==> config.mk <==
export PLATFORM = sky130hd
export DESIGN_NAME = atpt_taskfile_access
export DESIGN_NICKNAME = d
export VERILOG_FILES = /design/src/shared/atpt_pkg.sv /design/src/logic/atpt_taskfile_access.sv /design/src/logic/atpt_order_map.sv
export VERILOG_INCLUDE_DIRS = /design/src /design/src/shared
export SDC_FILE = /design/constraint.sdc
export NUM_CORES = 1
export LEC_CHECK = 0
export ABC_AREA = 1
export BUFFER_PORTS_ARGS = -buffer_cell sky130_fd_sc_hd__buf_2
export CORE_UTILIZATION = 30
export DETAILED_ROUTE_END_ITERATION = 16
export GPL_TIMING_DRIVEN = 1
export HOLD_SLACK_MARGIN = 0.12
export PLACE_DENSITY_LB_ADDON = 0.15
export SYNTH_ARGS = -nofsm -noshare
export SYNTH_HDL_FRONTEND = slang
export SYNTH_HIERARCHICAL = 1
export SYNTH_SLANG_ARGS = --single-unit
==> constraint.sdc <==
create_clock -name aclk -period 4.35 [get_ports aclk]
set_input_delay 0.6525 -clock aclk [delete_from_list [all_inputs] [get_ports aclk]]
set_output_delay 0.6525 -clock aclk [all_outputs]
set_load 0.005 [all_outputs]
==> src/shared/atpt_map.svh <==
`ifndef ATPT_MAP_SVH
`define ATPT_MAP_SVH

// Register byte addresses on the AXI4-Lite slave
`define ATPT_ADDR_CB0 32'h0000_0000
`define ATPT_ADDR_CB1 32'h0000_0004
`define ATPT_ADDR_CB2 32'h0000_0008
`define ATPT_ADDR_CB3 32'h0000_000C
`define ATPT_ADDR_CTRL 32'h0000_0010
`define ATPT_ADDR_STAT 32'h0000_0014
`define ATPT_ADDR_RBLO 32'h0000_0018
`define ATPT_ADDR_RBHI 32'h0000_001C
`define ATPT_ADDR_SIG 32'h0000_0020

// Field positions
`define ATPT_CTRL_START 0
`define ATPT_ST_BUSY 0
`define ATPT_ST_DONE 1
`define ATPT_ST_REJ 2
`define ATPT_ST_XFER 3
`define ATPT_ACT_RBONLY 0
`define ATPT_ACT_SELAFT 1
`define ATPT_ACT_SKIPPOLL 2
`define ATPT_BSY_BIT 7

// Command block layout
`define ATPT_CB_SIG 4'h0
`define ATPT_CB_SUB 4'h1
`define ATPT_CB_ACT 4'h2
`define ATPT_CB_MASK 4'h3
`define ATPT_CB_WDATA 4'h5
`define ATPT_SUBCMD 8'h24
`define ATPT_SIG_RST 8'h5A

// Taskfile addressing and sequencing
`define ATPT_ALT_ADDR 10'h3F6
`define ATPT_TF_BASE 10'h1F0
`define ATPT_DEVHEAD_IDX 3'h6
`define ATPT_CMD_IDX 3'h7
`define ATPT_STEPS 4'h8

// AXI responses
`define ATPT_RESP_OKAY 2'h0
`define ATPT_RESP_SLVERR 2'h2

`endif

==> src/shared/atpt_pkg.sv <==
`default_nettype none
package atpt_pkg;
    // Sequencer states
    typedef enum logic [2:0] {
        ATPT_IDLE,
        ATPT_CHECK,
        ATPT_ISSUE,
        ATPT_WAIT,
        ATPT_XFER
    } atpt_state_t;
endpackage : atpt_pkg
`default_nettype wire

==> src/logic/atpt_taskfile_access.sv <==
// The AXI4-Lite slave port and the address map were left to the implementer.
`default_nettype none
`include "atpt_map.svh"
module atpt_taskfile_access import atpt_pkg::*; (
    input wire logic aclk,
    input wire logic aresetn,
    input wire logic [31:0] s_axi_awaddr,
    input wire logic s_axi_awvalid,
    output logic s_axi_awready,
    input wire logic [31:0] s_axi_wdata,
    input wire logic [3:0] s_axi_wstrb,
    input wire logic s_axi_wvalid,
    output logic s_axi_wready,
    output logic [1:0] s_axi_bresp,
    output logic s_axi_bvalid,
    input wire logic s_axi_bready,
    input wire logic [31:0] s_axi_araddr,
    input wire logic s_axi_arvalid,
    output logic s_axi_arready,
    output logic [31:0] s_axi_rdata,
    output logic [1:0] s_axi_rresp,
    output logic s_axi_rvalid,
    input wire logic s_axi_rready,
    output logic ata_req,
    output logic ata_wr,
    output logic [9:0] ata_addr,
    output logic [7:0] ata_wdata,
    input wire logic ata_ack,
    input wire logic [7:0] ata_rdata,
    output logic xfer_req,
    input wire logic xfer_done
);
    logic awready_ff, wready_ff, bvalid_ff, arready_ff, rvalid_ff;
    logic aw_hold_ff, w_hold_ff;
    logic [31:0] awaddr_ff, wdata_ff, rdata_ff;
    logic [3:0] wstrb_ff;
    logic [1:0] bresp_ff, rresp_ff;
    logic [7:0] cb_ff [0:15];
    logic [7:0] rb_ff [0:7];
    logic [7:0] sig_ff;
    logic start_ff, done_ff, rejected_ff;
    atpt_state_t state_ff;
    logic [3:0] step_ff;
    logic poll_ff, rb_mode_ff, sel_after_ff;
    logic req_ff, wr_ff, xfer_ff;
    logic [9:0] addr_ff;
    logic [7:0] wd_ff;
    logic [2:0] cur_idx_ff, map_idx, iss_idx;
    logic wr_fire, wr_hit, block_ok, done_set, done_clr, iss_go;
    logic [31:0] rd_data;
    logic rd_hit;
    logic [7:0] act, mask;

    assign act = cb_ff[`ATPT_CB_ACT];
    assign mask = cb_ff[`ATPT_CB_MASK];
    assign block_ok = (cb_ff[`ATPT_CB_SIG] == sig_ff) &&
                      (cb_ff[`ATPT_CB_SUB] == `ATPT_SUBCMD);
    assign wr_fire = aw_hold_ff && w_hold_ff && !bvalid_ff;

    atpt_order_map u_order (
        .step(step_ff[2:0]),
        .sel_after(sel_after_ff),
        .rb_mode(rb_mode_ff),
        .reg_idx(map_idx)
    );

    // Write decode of the held address
    always_comb begin
        wr_hit = 1'b1;
        if (awaddr_ff[31:4] == `ATPT_ADDR_CB0 >> 4) begin
            wr_hit = 1'b1;
        end else if (awaddr_ff == `ATPT_ADDR_CTRL) begin
            wr_hit = 1'b1;
        end else if (awaddr_ff == `ATPT_ADDR_STAT) begin
            wr_hit = 1'b1;
        end else if (awaddr_ff == `ATPT_ADDR_SIG) begin
            wr_hit = 1'b1;
        end else begin
            wr_hit = 1'b0;
        end
        if (awaddr_ff[1:0] != 2'h0) begin
            wr_hit = 1'b0;
        end
    end

    // AXI write channels: address and data taken in either order
    always_ff @(posedge aclk) begin
        if (!aresetn) begin
            awready_ff <= 1'b1;
            wready_ff <= 1'b1;
            aw_hold_ff <= 1'b0;
            w_hold_ff <= 1'b0;
            bvalid_ff <= 1'b0;
            bresp_ff <= `ATPT_RESP_OKAY;
            awaddr_ff <= 32'h0000_0000;
            wdata_ff <= 32'h0000_0000;
            wstrb_ff <= 4'h0;
        end else begin
            if (s_axi_awvalid && awready_ff) begin
                awaddr_ff <= s_axi_awaddr;
                aw_hold_ff <= 1'b1;
                awready_ff <= 1'b0;
            end
            if (s_axi_wvalid && wready_ff) begin
                wdata_ff <= s_axi_wdata;
                wstrb_ff <= s_axi_wstrb;
                w_hold_ff <= 1'b1;
                wready_ff <= 1'b0;
            end
            if (wr_fire) begin
                aw_hold_ff <= 1'b0;
                w_hold_ff <= 1'b0;
                bvalid_ff <= 1'b1;
                bresp_ff <= wr_hit ? `ATPT_RESP_OKAY : `ATPT_RESP_SLVERR;
            end else if (bvalid_ff && s_axi_bready) begin
                bvalid_ff <= 1'b0;
                awready_ff <= 1'b1;
                wready_ff <= 1'b1;
            end
        end
    end

    // Command block bytes and signature setting, per byte lane
    always_ff @(posedge aclk) begin
        if (!aresetn) begin
            for (int i = 0; i < 16; i++) begin
                cb_ff[i] <= 8'h00;
            end
            sig_ff <= `ATPT_SIG_RST;
        end else if (wr_fire && wr_hit) begin
            for (int l = 0; l < 4; l++) begin
                if (wstrb_ff[l] &&
                    awaddr_ff[31:4] == `ATPT_ADDR_CB0 >> 4) begin
                    cb_ff[{awaddr_ff[3:2], 2'(l)}] <= wdata_ff[8*l +: 8];
                end
            end
            if (awaddr_ff == `ATPT_ADDR_SIG && wstrb_ff[0]) begin
                sig_ff <= wdata_ff[7:0];
            end
        end
    end

    // Start pulse; ignored while an operation runs
    always_ff @(posedge aclk) begin
        if (!aresetn) begin
            start_ff <= 1'b0;
        end else begin
            start_ff <= wr_fire && awaddr_ff == `ATPT_ADDR_CTRL &&
                        wstrb_ff[0] && wdata_ff[`ATPT_CTRL_START] &&
                        state_ff == ATPT_IDLE;
        end
    end

    // Done flag: hardware set wins over software clear
    assign done_clr = wr_fire && awaddr_ff == `ATPT_ADDR_STAT &&
                      wstrb_ff[0] && wdata_ff[`ATPT_ST_DONE];
    assign done_set = (state_ff == ATPT_CHECK && !block_ok) ||
                      (state_ff == ATPT_ISSUE && !poll_ff &&
                       step_ff == `ATPT_STEPS && rb_mode_ff) ||
                      (state_ff == ATPT_XFER && xfer_done);
    always_ff @(posedge aclk) begin
        if (!aresetn) begin
            done_ff <= 1'b0;
        end else if (done_set) begin
            done_ff <= 1'b1;
        end else if (done_clr) begin
            done_ff <= 1'b0;
        end
    end

    // Read decode
    always_comb begin
        rd_hit = 1'b1;
        rd_data = 32'h0000_0000;
        if (s_axi_araddr[31:4] == `ATPT_ADDR_CB0 >> 4 &&
            s_axi_araddr[1:0] == 2'h0) begin
            for (int l = 0; l < 4; l++) begin
                rd_data[8*l +: 8] = cb_ff[{s_axi_araddr[3:2], 2'(l)}];
            end
        end else if (s_axi_araddr == `ATPT_ADDR_CTRL) begin
            rd_data = 32'h0000_0000;
        end else if (s_axi_araddr == `ATPT_ADDR_STAT) begin
            rd_data[`ATPT_ST_BUSY] = state_ff != ATPT_IDLE;
            rd_data[`ATPT_ST_DONE] = done_ff;
            rd_data[`ATPT_ST_REJ] = rejected_ff;
            rd_data[`ATPT_ST_XFER] = xfer_ff;
        end else if (s_axi_araddr == `ATPT_ADDR_RBLO) begin
            rd_data = {rb_ff[3], rb_ff[2], rb_ff[1], rb_ff[0]};
        end else if (s_axi_araddr == `ATPT_ADDR_RBHI) begin
            rd_data = {rb_ff[7], rb_ff[6], rb_ff[5], rb_ff[4]};
        end else if (s_axi_araddr == `ATPT_ADDR_SIG) begin
            rd_data[7:0] = sig_ff;
        end else begin
            rd_hit = 1'b0;
        end
    end

    // AXI read channel, answer one cycle after the address is taken
    always_ff @(posedge aclk) begin
        if (!aresetn) begin
            arready_ff <= 1'b1;
            rvalid_ff <= 1'b0;
            rdata_ff <= 32'h0000_0000;
            rresp_ff <= `ATPT_RESP_OKAY;
        end else if (s_axi_arvalid && arready_ff) begin
            arready_ff <= 1'b0;
            rvalid_ff <= 1'b1;
            rdata_ff <= rd_data;
            rresp_ff <= rd_hit ? `ATPT_RESP_OKAY : `ATPT_RESP_SLVERR;
        end else if (rvalid_ff && s_axi_rready) begin
            rvalid_ff <= 1'b0;
            arready_ff <= 1'b1;
        end
    end

    // Next taskfile access: busy poll first, then selected steps
    assign iss_go = state_ff == ATPT_ISSUE && (poll_ff ||
                    (step_ff < `ATPT_STEPS && mask[map_idx]));
    assign iss_idx = poll_ff ? 3'h0 : map_idx;

    // Sequencer
    always_ff @(posedge aclk) begin
        if (!aresetn) begin
            state_ff <= ATPT_IDLE;
            step_ff <= 4'h0;
            poll_ff <= 1'b0;
            rb_mode_ff <= 1'b0;
            sel_after_ff <= 1'b0;
            rejected_ff <= 1'b0;
            xfer_ff <= 1'b0;
        end else begin
            case (state_ff)
                ATPT_IDLE: begin
                    if (start_ff) begin
                        state_ff <= ATPT_CHECK;
                    end
                end
                ATPT_CHECK: begin
                    step_ff <= 4'h0;
                    rejected_ff <= !block_ok;
                    poll_ff <= !act[`ATPT_ACT_SKIPPOLL];
                    rb_mode_ff <= act[`ATPT_ACT_RBONLY];
                    sel_after_ff <= act[`ATPT_ACT_SELAFT];
                    state_ff <= block_ok ? ATPT_ISSUE : ATPT_IDLE;
                end
                ATPT_ISSUE: begin
                    if (iss_go) begin
                        state_ff <= ATPT_WAIT;
                    end
                    if (!poll_ff) begin
                        if (step_ff == `ATPT_STEPS) begin
                            xfer_ff <= !rb_mode_ff;
                            state_ff <= rb_mode_ff ? ATPT_IDLE : ATPT_XFER;
                        end else begin
                            step_ff <= step_ff + 4'h1;
                        end
                    end
                end
                ATPT_WAIT: begin
                    if (ata_ack) begin
                        if (poll_ff && !ata_rdata[`ATPT_BSY_BIT]) begin
                            poll_ff <= 1'b0;
                        end
                        state_ff <= ATPT_ISSUE;
                    end
                end
                ATPT_XFER: begin
                    if (xfer_done) begin
                        xfer_ff <= 1'b0;
                        state_ff <= ATPT_IDLE;
                    end
                end
                default: begin
                    state_ff <= ATPT_IDLE;
                end
            endcase
        end
    end

    // Taskfile access port, request held until acknowledged
    always_ff @(posedge aclk) begin
        if (!aresetn) begin
            req_ff <= 1'b0;
            wr_ff <= 1'b0;
            addr_ff <= 10'h000;
            wd_ff <= 8'h00;
            cur_idx_ff <= 3'h0;
        end else if (iss_go) begin
            req_ff <= 1'b1;
            wr_ff <= !poll_ff && !rb_mode_ff;
            cur_idx_ff <= iss_idx;
            addr_ff <= (iss_idx == 3'h0) ? `ATPT_ALT_ADDR :
                       `ATPT_TF_BASE + {7'h00, iss_idx};
            wd_ff <= cb_ff[`ATPT_CB_WDATA + {1'b0, iss_idx}];
        end else if (state_ff == ATPT_WAIT && ata_ack) begin
            req_ff <= 1'b0;
        end
    end

    // Readback bytes, cleared per operation so unselected read zero
    always_ff @(posedge aclk) begin
        if (!aresetn || state_ff == ATPT_CHECK) begin
            for (int i = 0; i < 8; i++) begin
                rb_ff[i] <= 8'h00;
            end
        end else if (state_ff == ATPT_WAIT && ata_ack && !poll_ff &&
                     rb_mode_ff) begin
            rb_ff[cur_idx_ff] <= ata_rdata;
        end
    end

    assign s_axi_awready = awready_ff;
    assign s_axi_wready = wready_ff;
    assign s_axi_bvalid = bvalid_ff;
    assign s_axi_bresp = bresp_ff;
    assign s_axi_arready = arready_ff;
    assign s_axi_rvalid = rvalid_ff;
    assign s_axi_rdata = rdata_ff;
    assign s_axi_rresp = rresp_ff;
    assign ata_req = req_ff;
    assign ata_wr = wr_ff;
    assign ata_addr = addr_ff;
    assign ata_wdata = wd_ff;
    assign xfer_req = xfer_ff;

    // Helper state for checks
    logic sel_done_ff, cmd_done_ff, rb_nz;
    always_ff @(posedge aclk) begin
        if (!aresetn || state_ff == ATPT_CHECK) begin
            sel_done_ff <= 1'b0;
            cmd_done_ff <= 1'b0;
        end else if (req_ff && ata_ack && wr_ff) begin
            if (cur_idx_ff == `ATPT_DEVHEAD_IDX) sel_done_ff <= 1'b1;
            if (cur_idx_ff == `ATPT_CMD_IDX) cmd_done_ff <= 1'b1;
        end
    end
    always_comb begin
        rb_nz = 1'b0;
        for (int i = 0; i < 8; i++) begin
            rb_nz = rb_nz | (!mask[i] && rb_ff[i] != 8'h00);
        end
    end

    // Last readback index, for the ascending order check
    logic [2:0] last_rd_ff;
    logic rd_seen_ff;
    always_ff @(posedge aclk) begin
        if (!aresetn || state_ff == ATPT_CHECK) begin
            last_rd_ff <= 3'h0;
            rd_seen_ff <= 1'b0;
        end else if (req_ff && ata_ack && rb_mode_ff && !poll_ff) begin
            last_rd_ff <= cur_idx_ff;
            rd_seen_ff <= 1'b1;
        end
    end
endmodule : atpt_taskfile_access
`default_nettype wire

==> src/logic/atpt_order_map.sv <==
`default_nettype none
`include "atpt_map.svh"
module atpt_order_map import atpt_pkg::*; (
    input wire logic [2:0] step,
    input wire logic sel_after,
    input wire logic rb_mode,
    output logic [2:0] reg_idx
);
    // Step number to taskfile register index
    always_comb begin
        if (rb_mode) begin
            reg_idx = step;
        end else if (!sel_after) begin
            // Device/head first, then the rest in order
            if (step == 3'h0) begin
                reg_idx = `ATPT_DEVHEAD_IDX;
            end else if (step < 3'h7) begin
                reg_idx = step - 3'h1;
            end else begin
                reg_idx = `ATPT_CMD_IDX;
            end
        end else begin
            // Device/head moved after the command write
            if (step < 3'h6) begin
                reg_idx = step;
            end else if (step == 3'h6) begin
                reg_idx = `ATPT_CMD_IDX;
            end else begin
                reg_idx = `ATPT_DEVHEAD_IDX;
            end
        end
    end
endmodule : atpt_order_map
`default_nettype wire

==> results.json <==
{
  "place.gp.congestion": 0.9133,
  "cp_startpoint_kind": "register",
  "synth-async-reset-ratio": 0,
  "preCtsSetupSlack_ns": 0.9745,
  "fin_ws_ns": 0.9573,
  "drcViolationCount": 0,
  "timing.critical_path.slowest_stage_cell": "dfxtp_1",
  "post-route-cell-area_um2": 18690,
  "clockBufferDepth": 3,
  "final_cell_mix": "359 x nor2_1, 229 x nand2_1, 192 x edfxtp_1",
  "final_max_slew_viol_count": 0,
  "holdCritPathClass": "input port to register",
  "cellPowerDensity_nw_per_um2": 419.3,
  "layout.cells.most_common": "nor2_1",
  "synthDominantCellAreaShare": 0.3608,
  "detailedRoute.firstIterationViolations": 1067,
  "hold-path-cell-count": 2,
  "max_clock_freq_mhz": 294.8,
  "worst-r2r-cell-count": 18,
  "post_cts_hold_buffer_count": 0,
  "detail-route-antenna-nets": 0,
  "worst-endpoint-arrival_ns": 3.84,
  "number_of_register_bits_inferred_by_synthesis": 340,
  "clock_skew_ns": 0.02018,
  "worst_slew_margin_rel": 0.2825,
  "floorplan.initialDensity": 0.3041,
  "timing.rr.start": "step_ff[1]",
  "synthesis.area_um2": 15980,
  "worstPathRequired_ns": 4.79,
  "outcome": "finished, final reports clean",
  "postSynthCellCount": 1866,
  "placement_rows": 84,
  "tritoncts": "done",
  "first_global_vias": 12830,
  "wl_per_cell_um": 20.74,
  "gr-total-overflow": 0,
  "layout_worst_path_cycle_share": 0.7799,
  "post_route_cells_drive_above_1_share": 0.1654,
  "ys.warnings.count": 6,
  "fillerInstances": 5531,
  "largest_net_degree_at_the_start_of_global_routing": 84,
  "synth_top_cells_by_area": "edfxtp_1 36%, dfxtp_1 19%, nor2_1 8.5%, o21ai_0 6.0%, nand2_1 5.4%",
  "reg_to_reg_endpoint": "ata_wdata[2]",
  "hold_start": "s_axi_awvalid",
  "drv.max_cap_violation_count": 0,
  "finalWorstPathRequiredPeriod_ns": 3.393,
  "portBuffers": 175,
  "grt_pass1_wl_um": 82870,
  "hold-path-endpoint": "s_axi_awready",
  "final_net_count": 2140,
  "non_filler_cells_final": 2731,
  "floorplan.core_area_um2": 52550,
  "htree_num_levels": 2,
  "clk_latency_ns": 0.56,
  "timing_worst_slew_pin_value_ns": 1.065,
  "antenna_cells_inserted": 0,
  "cts_num_sinks": 340,
  "fin_setup_tns_ns": 0,
  "slowest_delay_ns": 0.45,
  "clkSlewWorstSetupHoldPaths_ns": 0.06,
  "place.detailed.instances": 2661,
  "cts_resized": 0,
  "fp.dieArea_um2": 54200,
  "ratio_of_routed_vias_to_standard_cells": 4.998,
  "cts_inserted_buffers": 41,
  "path_cells": "inv_1, ha_1, ha_1, inv_1, nand3_1, nand3_1, inv_2, nor2_4, buf_4, ha_1, xnor2_2, buf_4, inv_1, o221ai_1, nand3_1, nand2_1, nor2_1, nor2_1",
  "grt_antenna_before_repair": 4,
  "dr.pass1.iters": 5,
  "setup_viol_count_final": 0,
  "flow.area_growth_from_synthesis_pct": 16.96,
  "post_cts_buffers": 0,
  "design.portCount": 179,
  "synth_cell_types": 43,
  "report.final.hold_viol_count": 0,
  "cts_root_buf": "clkbuf_16",
  "unrepaired_setup_endpoints_after_global_routing": "false",
  "synth_top_flop_cell": "edfxtp_1",
  "dp_hpwl_um": 42450,
  "power_leakage_nw": 7.555,
  "worst_ir_drop_vdd_uv": 214.3,
  "grt_use_total": 0.2082,
  "holdWs_ns": 0.2889,
  "total_power_mw": 7.837,
  "synth_area_leader_cell": "edfxtp_1",
  "detailroute.via_count": 13650,
  "seq_area_frac_synth": 0.5462,
  "wirelength_um": 56650,
  "worst_setup_path_class": "register to register",
  "postPlaceCellArea_um2": 17490,
  "critPathCaptureType": "register",
  "synth_enable_flop_cells": 192,
  "synth.avg_cell_area_um2": 8.565,
  "fp.dieH_um": 232.8,
  "worst-r2r-setup-slack_ns": 0.96,
  "die_width_um": 232.8,
  "cp_max_fo": 27,
  "postLayoutCoreUtil": 0.3557
}
power by group:
| group | internal [mW] | total (mW) | switching [mW] |
|---|---|---|---|
| sequential | 3.55 | 3.64 | 0.0964 |
| clock | 1.83 | 3.20 | 1.37 |
| combinational | 0.292 | 0.993 | 0.701 |
| total | 5.67 | 7.84 | 2.17 |
flip-flops by register name (all words and copies together), names as in the netlist, 3 cells and up:
signal,count
cur_idx_ff,3
sig_ff,8
s_axi_rdata,32
cb_ff,128
rb_ff,64
step_ff,4
wdata_ff,32
ata_addr,4
awaddr_ff,32
state_ff,3
wstrb_ff,4
ata_wdata,8
kinds of logic after synthesis:
logic type,after synthesis,share of synthesized area
compound gates,470,0.1614
xor+xnor,6,0.003759
fa+ha+maj,7,0.005480
buf+inv,273,0.06866
flops,340,0.5462
other cells,1,0.0002346
simple gates,769,0.2143
worst max-delay path, delay by kind of cell (launching register included):
| kind | cells | cell delay, ns |
|---|---|---|
| AOI/OAI and AO/OA | 1 | 0.24 |
| xor gates and xnor gates | 1 | 0.07 |
| adders and majority gates | 3 | 0.66 |
| buffers and inverters | 6 | 1.18 |
| DFF | 1 | 0.45 |
| and+or+nand+nor | 7 | 0.68 |
metal layers:
metal	global-route usage	vias to the layer above	part of all wire
met4	0.06332	0	0.025
met1	0.2862	6531	0.46
met3	0.03566	85	0.061
met2	0.3320	418	0.46
met5	0	-	0
li1	-	6616	-
cells in the mapped netlist, types with 28 or more instances:
cell        n
clkbuf_1   61
dfxtp_1   148
nand2_1   230
o21ai_0   191
a22oi_1    40
a21oi_1   172
nand3_1    79
edfxtp_1  192
o21ai_1    28
inv_1     166
nor2_1    362
nor3_2     33
worst max-delay path by stage:
| stage | cells after the start | endpoint | startpoint |
|---|---|---|---|
| global placement | 18 | ata_wdata[7] | step_ff[1] |
| detailed placement | 18 | ata_wdata[2] | step_ff[1] |
| floorplan | 20 | ata_wdata[0] | step_ff[0] |
| global route | 18 | ata_wdata[2] | step_ff[1] |
| CTS | 18 | ata_wdata[2] | step_ff[1] |
| finish | 18 | ata_wdata[2] | step_ff[1] |
layout make-up:
type / count / area (µm²) / area share
Tap cell: 688 / 860.8 / 0.04605
Sequential cell: 340 / 8728 / 0.4670
Clock inverter: 11 / 86.33 / 0.004619
Clock buffer: 59 / 1114 / 0.05958
Timing Repair Buffer: 197 / 1044 / 0.05583
Inverter: 181 / 679.4 / 0.03635
Multi-Input combinational cell: 1255 / 6180 / 0.3306
No activity file was read; power rests on OpenSTA's default activity.
